### src/cwism_defs.vh
// register map, field positions and reset values of the comparator status and mask block
`ifndef CWISM_DEFS_VH
`define CWISM_DEFS_VH

// register indices as printed, byte address is four times the index
`define CWISM_IDX_STATUS 8'h1F
`define CWISM_IDX_SYS_MASK 8'h20
`define CWISM_IDX_CHG_MASK 8'h21

// reset values
`define CWISM_STATUS_RESET 16'h0000
`define CWISM_MASK_RESET 16'h0000

// status bit positions
`define CWISM_BIT_BUS_SUPPLY 15
`define CWISM_BIT_ADAPTOR_SUPPLY 14
`define CWISM_BIT_BATTERY 13
`define CWISM_BIT_LEFT_JACK 11
`define CWISM_BIT_RIGHT_JACK 10
`define CWISM_BIT_MIC_SHORT 9
`define CWISM_BIT_MIC_PRESENCE 8
`define CWISM_BIT_FROM_OFF 6
`define CWISM_BIT_FROM_HIBERNATE 5
`define CWISM_BIT_CONV_FAULT 4
`define CWISM_BIT_WATCHDOG 3
`define CWISM_BIT_POWER_PIN 2
`define CWISM_BIT_ON_KEY 1
`define CWISM_BIT_WAKE_PIN 0

// implemented status bits and those that fire on both edges
`define CWISM_STATUS_IMPL 16'hEF7F
`define CWISM_STATUS_BOTH 16'hEF00

// charger and clock mask bit positions
`define CWISM_BIT_M_BATT_HOT 15
`define CWISM_BIT_M_BATT_COLD 14
`define CWISM_BIT_M_BATT_FAIL 13
`define CWISM_BIT_M_CHG_TIMEOUT 12
`define CWISM_BIT_M_CHG_DONE 11
`define CWISM_BIT_M_CHG_BEGUN 10
`define CWISM_BIT_M_FAST_READY 9
`define CWISM_BIT_M_CLK_PERIODIC 7
`define CWISM_BIT_M_CLK_SECONDS 6
`define CWISM_BIT_M_CLK_ALARM 5
`define CWISM_BIT_M_BATT_HIGH 2
`define CWISM_BIT_M_BATT_MID 1
`define CWISM_BIT_M_BATT_LOW 0

// writable bits of the two mask registers
`define CWISM_CHG_MASK_IMPL 16'hFEE7
`define CWISM_SYS_MASK_IMPL 16'hFFFF

// bus answer codes
`define CWISM_HRESP_OKAY 1'b0
`define CWISM_RDATA_UNMAPPED 32'h00000000

`endif

### src/cwism_edge_flags.v
// edge detectors and sticky clear-on-read flags of the comparator status register
`timescale 1ns/100ps
module cwism_edge_flags #(
    parameter [15:0] IMPL_MASK = 16'hFFFF,
    parameter [15:0] BOTH_MASK = 16'h0000
) (
    // clock and reset
    input wire hclk,
    input wire hresetn,
    // detector levels, one per flag
    input wire [15:0] level_in,
    // one-cycle clear request, per flag
    input wire [15:0] clear_in,
    // sticky flags
    output wire [15:0] flags_out
);

    reg [15:0] level_q;
    reg [15:0] flags_q;
    wire [15:0] rise;
    wire [15:0] fall;
    wire [15:0] set_ev;
    wire [15:0] flags_d;

    // previous level; starts low, so a cause high at reset release counts as a rise
    always @(posedge hclk or negedge hresetn) begin
        if (!hresetn) begin
            level_q <= 16'h0000;
        end else begin
            level_q <= level_in;
        end
    end

    // both-edge bits take either change, the others only the rise
    assign rise = level_in & ~level_q;
    assign fall = ~level_in & level_q;
    assign set_ev = (rise | (fall & BOTH_MASK)) & IMPL_MASK;

    // set wins over clear so an event during the clearing read survives
    assign flags_d = ((flags_q & ~clear_in) | set_ev) & IMPL_MASK;

    // flags start cleared
    always @(posedge hclk or negedge hresetn) begin
        if (!hresetn) begin
            flags_q <= 16'h0000;
        end else begin
            flags_q <= flags_d;
        end
    end

    assign flags_out = flags_q;

endmodule

### src/cwism_top.v
// comparator and wake status register with two interrupt mask registers on AHB-Lite
`timescale 1ns/100ps
`include "cwism_defs.vh"
module cwism_top (
    // clock and reset
    input wire hclk,
    input wire hresetn,
    // ahb-lite slave
    input wire hsel,
    input wire [31:0] haddr,
    input wire [1:0] htrans,
    input wire hwrite,
    input wire [2:0] hsize,
    input wire [31:0] hwdata,
    input wire hready,
    output wire hreadyout,
    output wire hresp,
    output wire [31:0] hrdata,
    // comparator detector levels
    input wire bus_supply_sense,
    input wire adaptor_supply_sense,
    input wire battery_sense,
    input wire left_jack_detect,
    input wire right_jack_detect,
    input wire mic_short_detect,
    input wire mic_presence_detect,
    // wake cause levels
    input wire wake_cause_off,
    input wire wake_cause_hibernate,
    input wire wake_cause_converter_fault,
    input wire wake_cause_watchdog,
    input wire power_button_pin_held,
    input wire on_key_held,
    input wire wake_request_pin_held,
    // power state machine reset, synchronous, active high
    input wire pm_sm_reset,
    // flags of the charger and clock status register kept elsewhere
    input wire [15:0] charger_clock_flags,
    // combined request from this block's status flags and the unmasked charger and clock flags
    output wire irq_request,
    // mask levels for the charger and clock sources
    output wire mask_battery_overtemp,
    output wire mask_battery_undertemp,
    output wire mask_battery_failure,
    output wire mask_charge_timeout,
    output wire mask_charge_done,
    output wire mask_charge_begun,
    output wire mask_fast_charge_ready,
    output wire mask_clock_periodic,
    output wire mask_clock_seconds_tick,
    output wire mask_clock_alarm,
    output wire mask_battery_below_high_level,
    output wire mask_battery_below_mid_level,
    output wire mask_battery_below_low_level,
    // full mask words
    output wire [15:0] system_event_mask,
    output wire [15:0] charger_clock_event_mask
);

    // register selectors
    localparam [1:0] SEL_NONE = 2'h0;
    localparam [1:0] SEL_STATUS = 2'h1;
    localparam [1:0] SEL_SYS_MASK = 2'h2;
    localparam [1:0] SEL_CHG_MASK = 2'h3;

    // data phase states
    localparam [1:0] ST_IDLE = 2'h0;
    localparam [1:0] ST_READ = 2'h1;
    localparam [1:0] ST_WRITE = 2'h2;

    // map a byte address to a register selector
    function [1:0] decode;
        input [31:0] addr;
        begin
            if (addr[31:10] != 22'h000000 || addr[1:0] != 2'h0) begin
                decode = SEL_NONE;
            end else if (addr[9:2] == `CWISM_IDX_STATUS) begin
                decode = SEL_STATUS;
            end else if (addr[9:2] == `CWISM_IDX_SYS_MASK) begin
                decode = SEL_SYS_MASK;
            end else if (addr[9:2] == `CWISM_IDX_CHG_MASK) begin
                decode = SEL_CHG_MASK;
            end else begin
                decode = SEL_NONE;
            end
        end
    endfunction

    // next value of a mask register
    function [15:0] mask_next;
        input [15:0] cur;
        input do_write;
        input [15:0] wdata;
        input [15:0] impl;
        input sm_reset;
        begin
            if (sm_reset) begin
                mask_next = `CWISM_MASK_RESET;
            end else if (do_write) begin
                mask_next = wdata & impl;
            end else begin
                mask_next = cur;
            end
        end
    endfunction

    // bus state
    reg [1:0] state_q;
    reg [1:0] state_d;
    reg [1:0] sel_q;
    reg [31:0] rdata_q;
    reg [31:0] rdata_d;

    // register contents
    reg [15:0] sys_mask_q;
    reg [15:0] chg_mask_q;
    wire [15:0] sys_mask_d;
    wire [15:0] chg_mask_d;

    // status flags
    wire [15:0] cause_vec;
    wire [15:0] status_flags;
    wire [15:0] status_clear;

    // address phase qualifiers and data phase write strobes
    wire addr_valid;
    wire [1:0] addr_sel;
    wire read_req;
    wire write_req;
    wire write_sys;
    wire write_chg;

    // named flags for readability of the status layout
    wire bus_supply_sense_change_flag;
    wire adaptor_supply_sense_change_flag;
    wire battery_sense_change_flag;
    wire left_jack_change_flag;
    wire right_jack_change_flag;
    wire mic_short_change_flag;
    wire mic_presence_change_flag;
    wire woke_from_off_flag;
    wire woke_from_hibernate_flag;
    wire woke_after_converter_fault_flag;
    wire woke_after_watchdog_reset_flag;
    wire power_button_pin_hold_flag;
    wire on_key_hold_flag;
    wire wake_request_pin_hold_flag;

    // gather the detector and wake cause levels into status positions
    assign cause_vec[`CWISM_BIT_BUS_SUPPLY] = bus_supply_sense;
    assign cause_vec[`CWISM_BIT_ADAPTOR_SUPPLY] = adaptor_supply_sense;
    assign cause_vec[`CWISM_BIT_BATTERY] = battery_sense;
    assign cause_vec[12] = 1'b0;
    assign cause_vec[`CWISM_BIT_LEFT_JACK] = left_jack_detect;
    assign cause_vec[`CWISM_BIT_RIGHT_JACK] = right_jack_detect;
    assign cause_vec[`CWISM_BIT_MIC_SHORT] = mic_short_detect;
    assign cause_vec[`CWISM_BIT_MIC_PRESENCE] = mic_presence_detect;
    assign cause_vec[7] = 1'b0;
    assign cause_vec[`CWISM_BIT_FROM_OFF] = wake_cause_off;
    assign cause_vec[`CWISM_BIT_FROM_HIBERNATE] = wake_cause_hibernate;
    assign cause_vec[`CWISM_BIT_CONV_FAULT] = wake_cause_converter_fault;
    assign cause_vec[`CWISM_BIT_WATCHDOG] = wake_cause_watchdog;
    assign cause_vec[`CWISM_BIT_POWER_PIN] = power_button_pin_held;
    assign cause_vec[`CWISM_BIT_ON_KEY] = on_key_held;
    assign cause_vec[`CWISM_BIT_WAKE_PIN] = wake_request_pin_held;

    // edge detection and sticky flags; wake bits are rise only
    cwism_edge_flags #(
        .IMPL_MASK(`CWISM_STATUS_IMPL),
        .BOTH_MASK(`CWISM_STATUS_BOTH)
    ) u_flags (
        .hclk(hclk),
        .hresetn(hresetn),
        .level_in(cause_vec),
        .clear_in(status_clear),
        .flags_out(status_flags)
    );

    // names of the individual flags
    assign bus_supply_sense_change_flag = status_flags[`CWISM_BIT_BUS_SUPPLY];
    assign adaptor_supply_sense_change_flag = status_flags[`CWISM_BIT_ADAPTOR_SUPPLY];
    assign battery_sense_change_flag = status_flags[`CWISM_BIT_BATTERY];
    assign left_jack_change_flag = status_flags[`CWISM_BIT_LEFT_JACK];
    assign right_jack_change_flag = status_flags[`CWISM_BIT_RIGHT_JACK];
    assign mic_short_change_flag = status_flags[`CWISM_BIT_MIC_SHORT];
    assign mic_presence_change_flag = status_flags[`CWISM_BIT_MIC_PRESENCE];
    assign woke_from_off_flag = status_flags[`CWISM_BIT_FROM_OFF];
    assign woke_from_hibernate_flag = status_flags[`CWISM_BIT_FROM_HIBERNATE];
    assign woke_after_converter_fault_flag = status_flags[`CWISM_BIT_CONV_FAULT];
    assign woke_after_watchdog_reset_flag = status_flags[`CWISM_BIT_WATCHDOG];
    assign power_button_pin_hold_flag = status_flags[`CWISM_BIT_POWER_PIN];
    assign on_key_hold_flag = status_flags[`CWISM_BIT_ON_KEY];
    assign wake_request_pin_hold_flag = status_flags[`CWISM_BIT_WAKE_PIN];

    // address phase: only nonseq or seq transfers with hready high are taken
    assign addr_valid = hsel & htrans[1] & hready;
    assign addr_sel = decode(haddr);
    assign read_req = addr_valid & ~hwrite;
    assign write_req = addr_valid & hwrite;

    // the read itself clears the status, the event path wins in the flag module
    assign status_clear = (read_req && addr_sel == SEL_STATUS) ? 16'hFFFF : 16'h0000;

    // writes land in the data phase, when hwdata is valid
    assign write_sys = (state_q == ST_WRITE) && (sel_q == SEL_SYS_MASK);
    assign write_chg = (state_q == ST_WRITE) && (sel_q == SEL_CHG_MASK);

    // state machine reset beats a write in the same cycle
    assign sys_mask_d = mask_next(sys_mask_q, write_sys, hwdata[15:0],
        `CWISM_SYS_MASK_IMPL, pm_sm_reset);
    assign chg_mask_d = mask_next(chg_mask_q, write_chg, hwdata[15:0],
        `CWISM_CHG_MASK_IMPL, pm_sm_reset);

    // mask registers default to zero, meaning every source enabled
    always @(posedge hclk or negedge hresetn) begin
        if (!hresetn) begin
            sys_mask_q <= `CWISM_MASK_RESET;
            chg_mask_q <= `CWISM_MASK_RESET;
        end else begin
            sys_mask_q <= sys_mask_d;
            chg_mask_q <= chg_mask_d;
        end
    end

    // data phase tracking; zero wait states so every taken request ends next cycle
    always @* begin
        state_d = ST_IDLE;
        case (state_q)
            ST_IDLE, ST_READ, ST_WRITE: begin
                if (read_req) begin
                    state_d = ST_READ;
                end else if (write_req) begin
                    state_d = ST_WRITE;
                end else begin
                    state_d = ST_IDLE;
                end
            end
            default: begin
                state_d = ST_IDLE;
            end
        endcase
    end

    // read data is caught at the address edge; mask reads see a write in flight
    always @* begin
        rdata_d = `CWISM_RDATA_UNMAPPED;
        if (read_req) begin
            case (addr_sel)
                SEL_STATUS: begin
                    rdata_d = {16'h0000, status_flags};
                end
                SEL_SYS_MASK: begin
                    rdata_d = {16'h0000, sys_mask_d};
                end
                SEL_CHG_MASK: begin
                    rdata_d = {16'h0000, chg_mask_d};
                end
                default: begin
                    rdata_d = `CWISM_RDATA_UNMAPPED;
                end
            endcase
        end
    end

    // bus registers
    always @(posedge hclk or negedge hresetn) begin
        if (!hresetn) begin
            state_q <= ST_IDLE;
            sel_q <= SEL_NONE;
            rdata_q <= 32'h00000000;
        end else begin
            state_q <= state_d;
            sel_q <= addr_valid ? addr_sel : SEL_NONE;
            rdata_q <= rdata_d;
        end
    end

    // never stalls, never errors; unmapped reads return zero, unmapped writes drop
    assign hreadyout = 1'b1;
    assign hresp = `CWISM_HRESP_OKAY;
    assign hrdata = rdata_q;

    // masked flags stay latched but are kept out of the combined request
    assign irq_request = |(status_flags & ~sys_mask_q) |
        |(charger_clock_flags & ~chg_mask_q & `CWISM_CHG_MASK_IMPL);

    // mask levels for the charger and clock sources, 1 suppresses
    assign mask_battery_overtemp = chg_mask_q[`CWISM_BIT_M_BATT_HOT];
    assign mask_battery_undertemp = chg_mask_q[`CWISM_BIT_M_BATT_COLD];
    assign mask_battery_failure = chg_mask_q[`CWISM_BIT_M_BATT_FAIL];
    assign mask_charge_timeout = chg_mask_q[`CWISM_BIT_M_CHG_TIMEOUT];
    assign mask_charge_done = chg_mask_q[`CWISM_BIT_M_CHG_DONE];
    assign mask_charge_begun = chg_mask_q[`CWISM_BIT_M_CHG_BEGUN];
    assign mask_fast_charge_ready = chg_mask_q[`CWISM_BIT_M_FAST_READY];
    assign mask_clock_periodic = chg_mask_q[`CWISM_BIT_M_CLK_PERIODIC];
    assign mask_clock_seconds_tick = chg_mask_q[`CWISM_BIT_M_CLK_SECONDS];
    assign mask_clock_alarm = chg_mask_q[`CWISM_BIT_M_CLK_ALARM];
    assign mask_battery_below_high_level = chg_mask_q[`CWISM_BIT_M_BATT_HIGH];
    assign mask_battery_below_mid_level = chg_mask_q[`CWISM_BIT_M_BATT_MID];
    assign mask_battery_below_low_level = chg_mask_q[`CWISM_BIT_M_BATT_LOW];

    // full words for the neighbouring status blocks
    assign system_event_mask = sys_mask_q;
    assign charger_clock_event_mask = chg_mask_q;

endmodule

### config.mk
export PLATFORM = sky130hd
export DESIGN_NAME = cwism_top
export DESIGN_NICKNAME = d
export VERILOG_FILES = /design/src/cwism_edge_flags.v /design/src/cwism_top.v
export VERILOG_INCLUDE_DIRS = /design/src
export SDC_FILE = /design/constraint.sdc
export NUM_CORES = 1
export LEC_CHECK = 0
export CAP_MARGIN = 20
export CORE_MARGIN = 3
export CORE_UTILIZATION = 55
export DETAILED_ROUTE_END_ITERATION = 12
export DONT_BUFFER_PORTS = 1
export GPL_TIMING_DRIVEN = 0
export PLACE_DENSITY = 0.68
export SYNTH_ARGS = -nofsm -noshare
export SYNTH_HDL_FRONTEND = slang
export SYNTH_SLANG_ARGS = --single-unit
### constraint.sdc
create_clock -name hclk -period 2.3 [get_ports hclk]
set_clock_uncertainty 0.05 [all_clocks]
set_input_delay 0.115 -clock hclk [delete_from_list [all_inputs] [get_ports hclk]]
set_output_delay 0.115 -clock hclk [all_outputs]
set_load 0.03 [all_outputs]
* After elaboration in Yosys (flattened, before gate mapping)
Cells that the tools add are included.
** Word-level totals
- Flip-flop bits (word level) :: 96
- Latch bits :: 0
- RAM bits :: 0
- Bits in read-only memories :: 0
- Output and inout bits :: 80
- Word-level logic and storage cells :: 60
- Memories kept :: 0
** Cells by class
- Add/subtract/negate cells :: 0
- Multiply operators :: 0
- Divide/modulo/power cells :: 0
- Order comparisons :: 0
- Equal/unequal tests :: 10
- Shift-type cells :: 0
- Muxes and demuxes :: 15
- Bitwise gates (word level) :: 18
- Reduce and logical (&&, ||, !) cells :: 10
** Operators by type and width (number)
- 2-to-1 mux 16 bit :: 6
- AND 16 bit :: 5
- inverter 16 bit :: 5
- case mux 16 bit (3 select lines) :: 1
- OR 16 bit :: 2
- nonzero test 22 bit :: 1
- equality test 8 x 6 -> 1 bit (second input constant) :: 2
- 2-to-1 mux 2 bit :: 8
- OR reduction 16 bit :: 1
- OR reduction 13 bit :: 1
- equality test 2 bit (second input constant) :: 5
- equality test 8 x 5 -> 1 bit (second input constant) :: 1
- AND 1 bit :: 4
- equality test 2 x 1 -> 1 bit (second input constant) :: 2
- logical AND 1 bit :: 3
- OR reduction 3 bit :: 1
- logical NOT 2 bit :: 1
- nonzero test 2 bit :: 1
- logical OR 1 bit :: 1
- inverter 1 bit :: 1
- OR 1 bit :: 1

* Logic depth before layout (Yosys ltp)
- Word-level depth :: 11
- Depth in mapped cells :: 6

* Cells and area by module
From an unflattened synthesis, not the netlist that was laid out.
** Second synthesis, totals
- Cell total of the unflattened synthesis :: 426
- Area total of the unflattened synthesis :: 4102.7 um^2
** By module, submodules not included
- cwism_top :: times used 1, cells an instance 353, area each 3164.3 um^2, seq. area each 1301.2 um^2
- cwism_edge_flags :: times used 1, cells an instance 73, area each 938.4 um^2, seq. area each 700.7 um^2

* Least setup slack after synthesis
OpenSTA, ideal clock, no wires.
- Path kind :: flip-flop to flip-flop
- Start point :: register sel_q[0]
- End point :: register rdata_q[10], in the netlist hrdata[10]
- Arrival :: 1438 ps
- Data required time :: 2149 ps
- Setup slack :: 711 ps
- Stages on the path, launching flop included :: 7
- Path buffers :: 2
- Period minus slack after synthesis :: 1589 ps
- Path through :: dfrtp_1 > nor4bb_1 > buf_2 > or2_2 > clkbuf_2 > o22ai_1 > o32ai_1
** On the way
- Cells in the longest elaborated chain, start to end :: 6
- Elaborated cells on any way between the ends :: 10
- Those cells by class :: eq/ne: 2; mux: 6; reduce/logical: 2
** RTL lines
- start: declaration :: line cwism_top.v:110 : reg [1:0] sel_q;
- start signal: assignment :: line cwism_top.v:273 : sel_q <= addr_valid ? addr_sel : SEL_NONE;
- equality test 2 bit, on equally long branches :: line cwism_top.v:206, cwism_top.v:205
- logical AND 1 bit, on equally long branches :: line cwism_top.v:206, cwism_top.v:205
- 2-to-1 mux 16 bit :: line cwism_top.v:99 : end else if (do_write) begin
- 2-to-1 mux 16 bit :: line cwism_top.v:97 : if (sm_reset) begin
- case mux 16 bit (3 select lines) * :: line cwism_top.v:248 : case (addr_sel)
- 2-to-1 mux 16 bit * :: line cwism_top.v:247 : if (read_req) begin
- named net rdata_d[10] :: line cwism_top.v:112 : reg [31:0] rdata_d;
- end signal: assignment :: line cwism_top.v:274 : rdata_q <= rdata_d;
- end: declaration :: line cwism_top.v:111 : reg [31:0] rdata_q;
The timed path passes the listed nets; every way through them passes the cells marked *.

* Final worst setup path
- Start point :: input port haddr[6]
- End point :: register sel_q[1]
** On the way
- Cells in the longest elaborated chain, start to end :: 6
- Elaborated cells on any way between the ends :: 8
- Those cells by class :: eq/ne: 3; mux: 5
** RTL lines
- start: declaration :: line cwism_top.v:10 : input wire [31:0] haddr,
- equality test 8 x 6 -> 1 bit (no source line)
- 2-to-1 mux 2 bit :: line cwism_top.v:81 : end else if (addr[9:2] == `CWISM_IDX_CHG_MASK) begin
- 2-to-1 mux 2 bit :: line cwism_top.v:79 : end else if (addr[9:2] == `CWISM_IDX_SYS_MASK) begin
- 2-to-1 mux 2 bit * :: line cwism_top.v:77 : end else if (addr[9:2] == `CWISM_IDX_STATUS) begin
- 2-to-1 mux 2 bit * :: line cwism_top.v:75 : if (addr[31:10] != 22'h000000 || addr[1:0] != 2'h0) begin
- 2-to-1 mux 2 bit * :: line cwism_top.v:273
Every way passes the cells marked *; elsewhere a longest branch is shown, timed or not.

==> load_flow_metrics.sql <==
INSERT INTO impl_metrics (metric_group, metric, value, unit) VALUES
('power_and_ir_drop', 'leakagePower', '2.153', 'nW'),
('grt', 'gr-usage-met1', '30.81', '%'),
('detailed_routing', 'via_count', '2945', ''),
('timing', 'final.setup.tns', '0', 'ns'),
('timing', 'unrepaired_setup_endpoints_after_global_routing', 'no', ''),
('synthesis', 'async_flop_share', '100.0', '%'),
('worst_hold_path', 'hold_wc_startpoint', 'pm_sm_reset', ''),
('detailed_routing', 'dr.first_iter.drc_count', '227', ''),
('worst_hold_path', 'holdCritPathClass', 'in2reg', ''),
('worst_setup_path', 'critical_path.startpoint_type', 'primary input', ''),
('detailed_routing', 'detail_route.wirelength', '9633', 'um'),
('worst_setup_path', 'regToRegStartpoint', 'sel_q[0]', ''),
('worst_setup_path', 'timing.reg2reg.worst_path_depth', '6', ''),
('worst_setup_path', 'path_depth', '5', ''),
('power_and_ir_drop', 'sequentialPowerShare', '49.7', '%'),
('worst_setup_path', 'worst_path_max_delay_cell', 'dlygate4sd3_1', ''),
('power_and_ir_drop', 'p_clk_share', '42.4', '%'),
('grt', 'overflow', '0', ''),
('cells_and_area', 'antenna-diode-count', '0', ''),
('timing', 'timing.slew.headroom', '61.68', '%'),
('detailed_routing', 'firstDrtPassIters', '4', ''),
('grt', 'grt.met3_usage', '6.961', '%'),
('worst_setup_path', 'critPathTopFamily', 'buffers and inverters', ''),
('grt', 'grt_max_degree', '81', ''),
('detailed_routing', 'drt_drc_violations_left', '0', ''),
('grt', 'first_pass_grt_wire_length', '14860', 'um'),
('power_and_ir_drop', 'p_total', '0.002863', 'W'),
('place', 'place_congestion', '0.8009', ''),
('timing', 'final_max_slew_viol_count', '0', ''),
('floorplanning', 'dieWidth', '88.05', 'um'),
('place', 'place.detailed.instances', '463', ''),
('timing', 'max_freq', '462.7', 'MHz'),
('clock_network', 'cts.reportedPaths.clkPinSlew', '0.08', 'ns'),
('cells_and_area', 'layout.cells.most_common_list', 'dfrtp_1 (80), nand2_1 (50), dlygate4sd3_1 (39)', ''),
('worst_setup_path', 'critPathMostFrequentCell', 'dlygate4sd3_1', ''),
('grt', 'gr-max-usage-layer', 'met2', ''),
('power_and_ir_drop', 'cellPowerDensity', '632.9', 'nW/um^2'),
('grt', 'first_global_vias', '2964', ''),
('floorplanning', 'core_area', '6422', 'um^2'),
('floorplanning', 'row_count', '29', ''),
('worst_setup_path', 'crit_path_max_fanout', '4', ''),
('timing', 'finalWorstPathRequiredPeriod', '2.161', 'ns'),
('run_status', 'status', 'finished, final reports clean', ''),
('clock_network', 'clockRootBuffer', 'clkbuf_8', ''),
('worst_setup_path', 'setup.reg_to_reg.worst_slack', '0.29', 'ns'),
('clock_network', 'cts_sinks', '80', ''),
('cells_and_area', 'fillerInstances', '477', ''),
('synthesis', 'postSynthAreaPerCell', '10.01', 'um^2'),
('worst_setup_path', 'wp_buf_inv', '3', ''),
('timing', 'timing.final.hold_violations', '0', ''),
('cells_and_area', 'share_of_final_layout_standard_cells_stronger_than_drive_strength_1', '14.25', '%'),
('synthesis', 'synth_sequential_area_ratio', '54.07', '%'),
('power_and_ir_drop', 'sw_frac_of_total', '22.11', '%'),
('synthesis', 'synth_cell_types', '40', ''),
('synthesis', 'synth-edff-count', '0', ''),
('cells_and_area', 'footprint_of_the_multi_input_gates', '1361', 'um^2'),
('clock_network', 'tritoncts_clock_tree', 'yes', ''),
('detailed_routing', 'antenna_left', '0', ''),
('worst_setup_path', 'critPathRequiredTime', '2.53', 'ns'),
('synthesis', 'cell_area_after_technology_mapping', '3702', 'um^2'),
('timing', 'setup-violations-final', '0', ''),
('worst_setup_path', 'critPathKind', 'in2reg', ''),
('power_and_ir_drop', 'share_comb_of_total_power', '7.8', '%'),
('cells_and_area', 'final_nets', '542', ''),
('floorplanning', 'start_util', '57.65', '%'),
('synthesis', 'synthFlopType', 'dfrtp_1', ''),
('grt', 'gr-usage-met2', '43.70', '%'),
('floorplanning', 'die-height', '88.05', 'um'),
('worst_setup_path', 'critical_path.max_stage_delay', '0.58', 'ns'),
('synthesis', 'ys_ff_latch', '80', ''),
('timing', 'fin_crit_sh', '93.96', '%');
## flip-flops by register name (all words and copies together) (netlist names)
register and flops:
charger_clock_event_mask 16, sel_q 2, u_flags.flags_out 14, state_q 2, hrdata 16, system_event_mask 16, u_flags.level_q 14
## logic make-up (layout without fill, tap and decap cells)
group	Yosys count	count (layout)	synth area share, %
multiplexers	8	8	2.298
XOR/XNOR	8	8	1.893
buffers and inverters	77	133	11.08
flip-flops	80	80	54.07
AO/OA/AOI/OAI	79	79	14.33
AND/OR/NAND/NOR	116	116	16.12
other	2	18	0.2028
## power by group through the flow
stage / clock network [W] / logic [W] / registers (W)
after floorplan: 0 / 0.000113 / 0.00145
after global placement: 0 / 0.000125 / 0.00145
after detailed placement: 0 / 0.000126 / 0.00145
after CTS: 0.00124 / 0.000223 / 0.00142
after global routing: 0.00130 / 0.000246 / 0.00143
final: 0.00121 / 0.000224 / 0.00142
## cells in the mapped netlist (2+ instances only)
cell / n / area share, %
a211o_1: 2 / 0.47
a32oi_1: 3 / 0.71
o22ai_1: 19 / 3.2
mux2i_1: 4 / 1.1
xor2_1: 8 / 1.9
or3_1: 4 / 0.68
o32ai_1: 10 / 2.4
a22o_1: 7 / 1.7
nand3_1: 4 / 0.54
and2_1: 3 / 0.51
conb_1: 2 / 0.20
mux2_2: 4 / 1.2
nand2_1: 50 / 5.1
nand4b_1: 4 / 0.95
clkbuf_1: 11 / 1.1
buf_2: 3 / 0.41
nor2_1: 17 / 1.7
a21o_1: 7 / 1.4
nor4_1: 8 / 1.4
buf_4: 31 / 6.3
and3_1: 6 / 1.0
inv_1: 30 / 3.0
dfrtp_1: 80 / 54
nor3_1: 3 / 0.41
o2111ai_1: 2 / 0.47
nand2b_1: 7 / 1.2
a21oi_1: 28 / 3.8
## worst min path at each step
stage	to	slack, ns	cells past startpoint
after floorplan	charger_clock_event_mask[0]	-0.23	0
after global placement	hrdata[9]	-0.23	0
after detailed placement	hrdata[9]	-0.23	0
after CTS	hrdata[0]	0.01	3
after global routing	hrdata[0]	0.04	3
final	hrdata[0]	0.03	3
## metrics by stage
stage / util [%] / worst slack (ns) / hold slack [ns]
floorplan: - / 0.7111 / -0.2306
global placement: 60.08 / 0.3326 / -0.2284
detailed placement: 60.08 / 0.2813 / -0.2282
CTS: 70.25 / 0.05165 / 0.01178
global route: 70.43 / 0.07664 / 0.03829
finish: 70.43 / 0.1388 / 0.03108
## what timing repair did
item	in CTS	in global routing
buffers inserted	0	0
gates resized for setup	0	2
hold buffers	40	0
endpoints found under the setup margin	0	1
hold endpoints to repair	156	0
## metal layers
metal / vias to the layer above / routed length [um]
met5: - / 0
met4: 0 / 117
met3: 14 / 920
met2: 159 / 4808
met1: 1408 / 3786
li1: 1364 / -
## area by class of cell
class | instances | share of cell area [%]
plain buffers | 47 | 6.584
clock buffers | 10 | 2.822
clock inverters | 6 | 2.379
inverters | 30 | 2.490
multi-input cells | 229 | 30.10
flip-flops and latches | 80 | 44.26
well taps | 77 | 2.130
repair buffers | 40 | 9.239
## worst reg2reg max path: cells and delay by family (launching register included)
kind | cells | cell delay [ns]
AO/OA/AOI/OAI | 2 | 0.47
AND/OR/NAND/NOR | 2 | 0.41
flip-flops | 1 | 0.42
buffers and inverters | 2 | 0.53
Power figures use the tool's default switching activity.
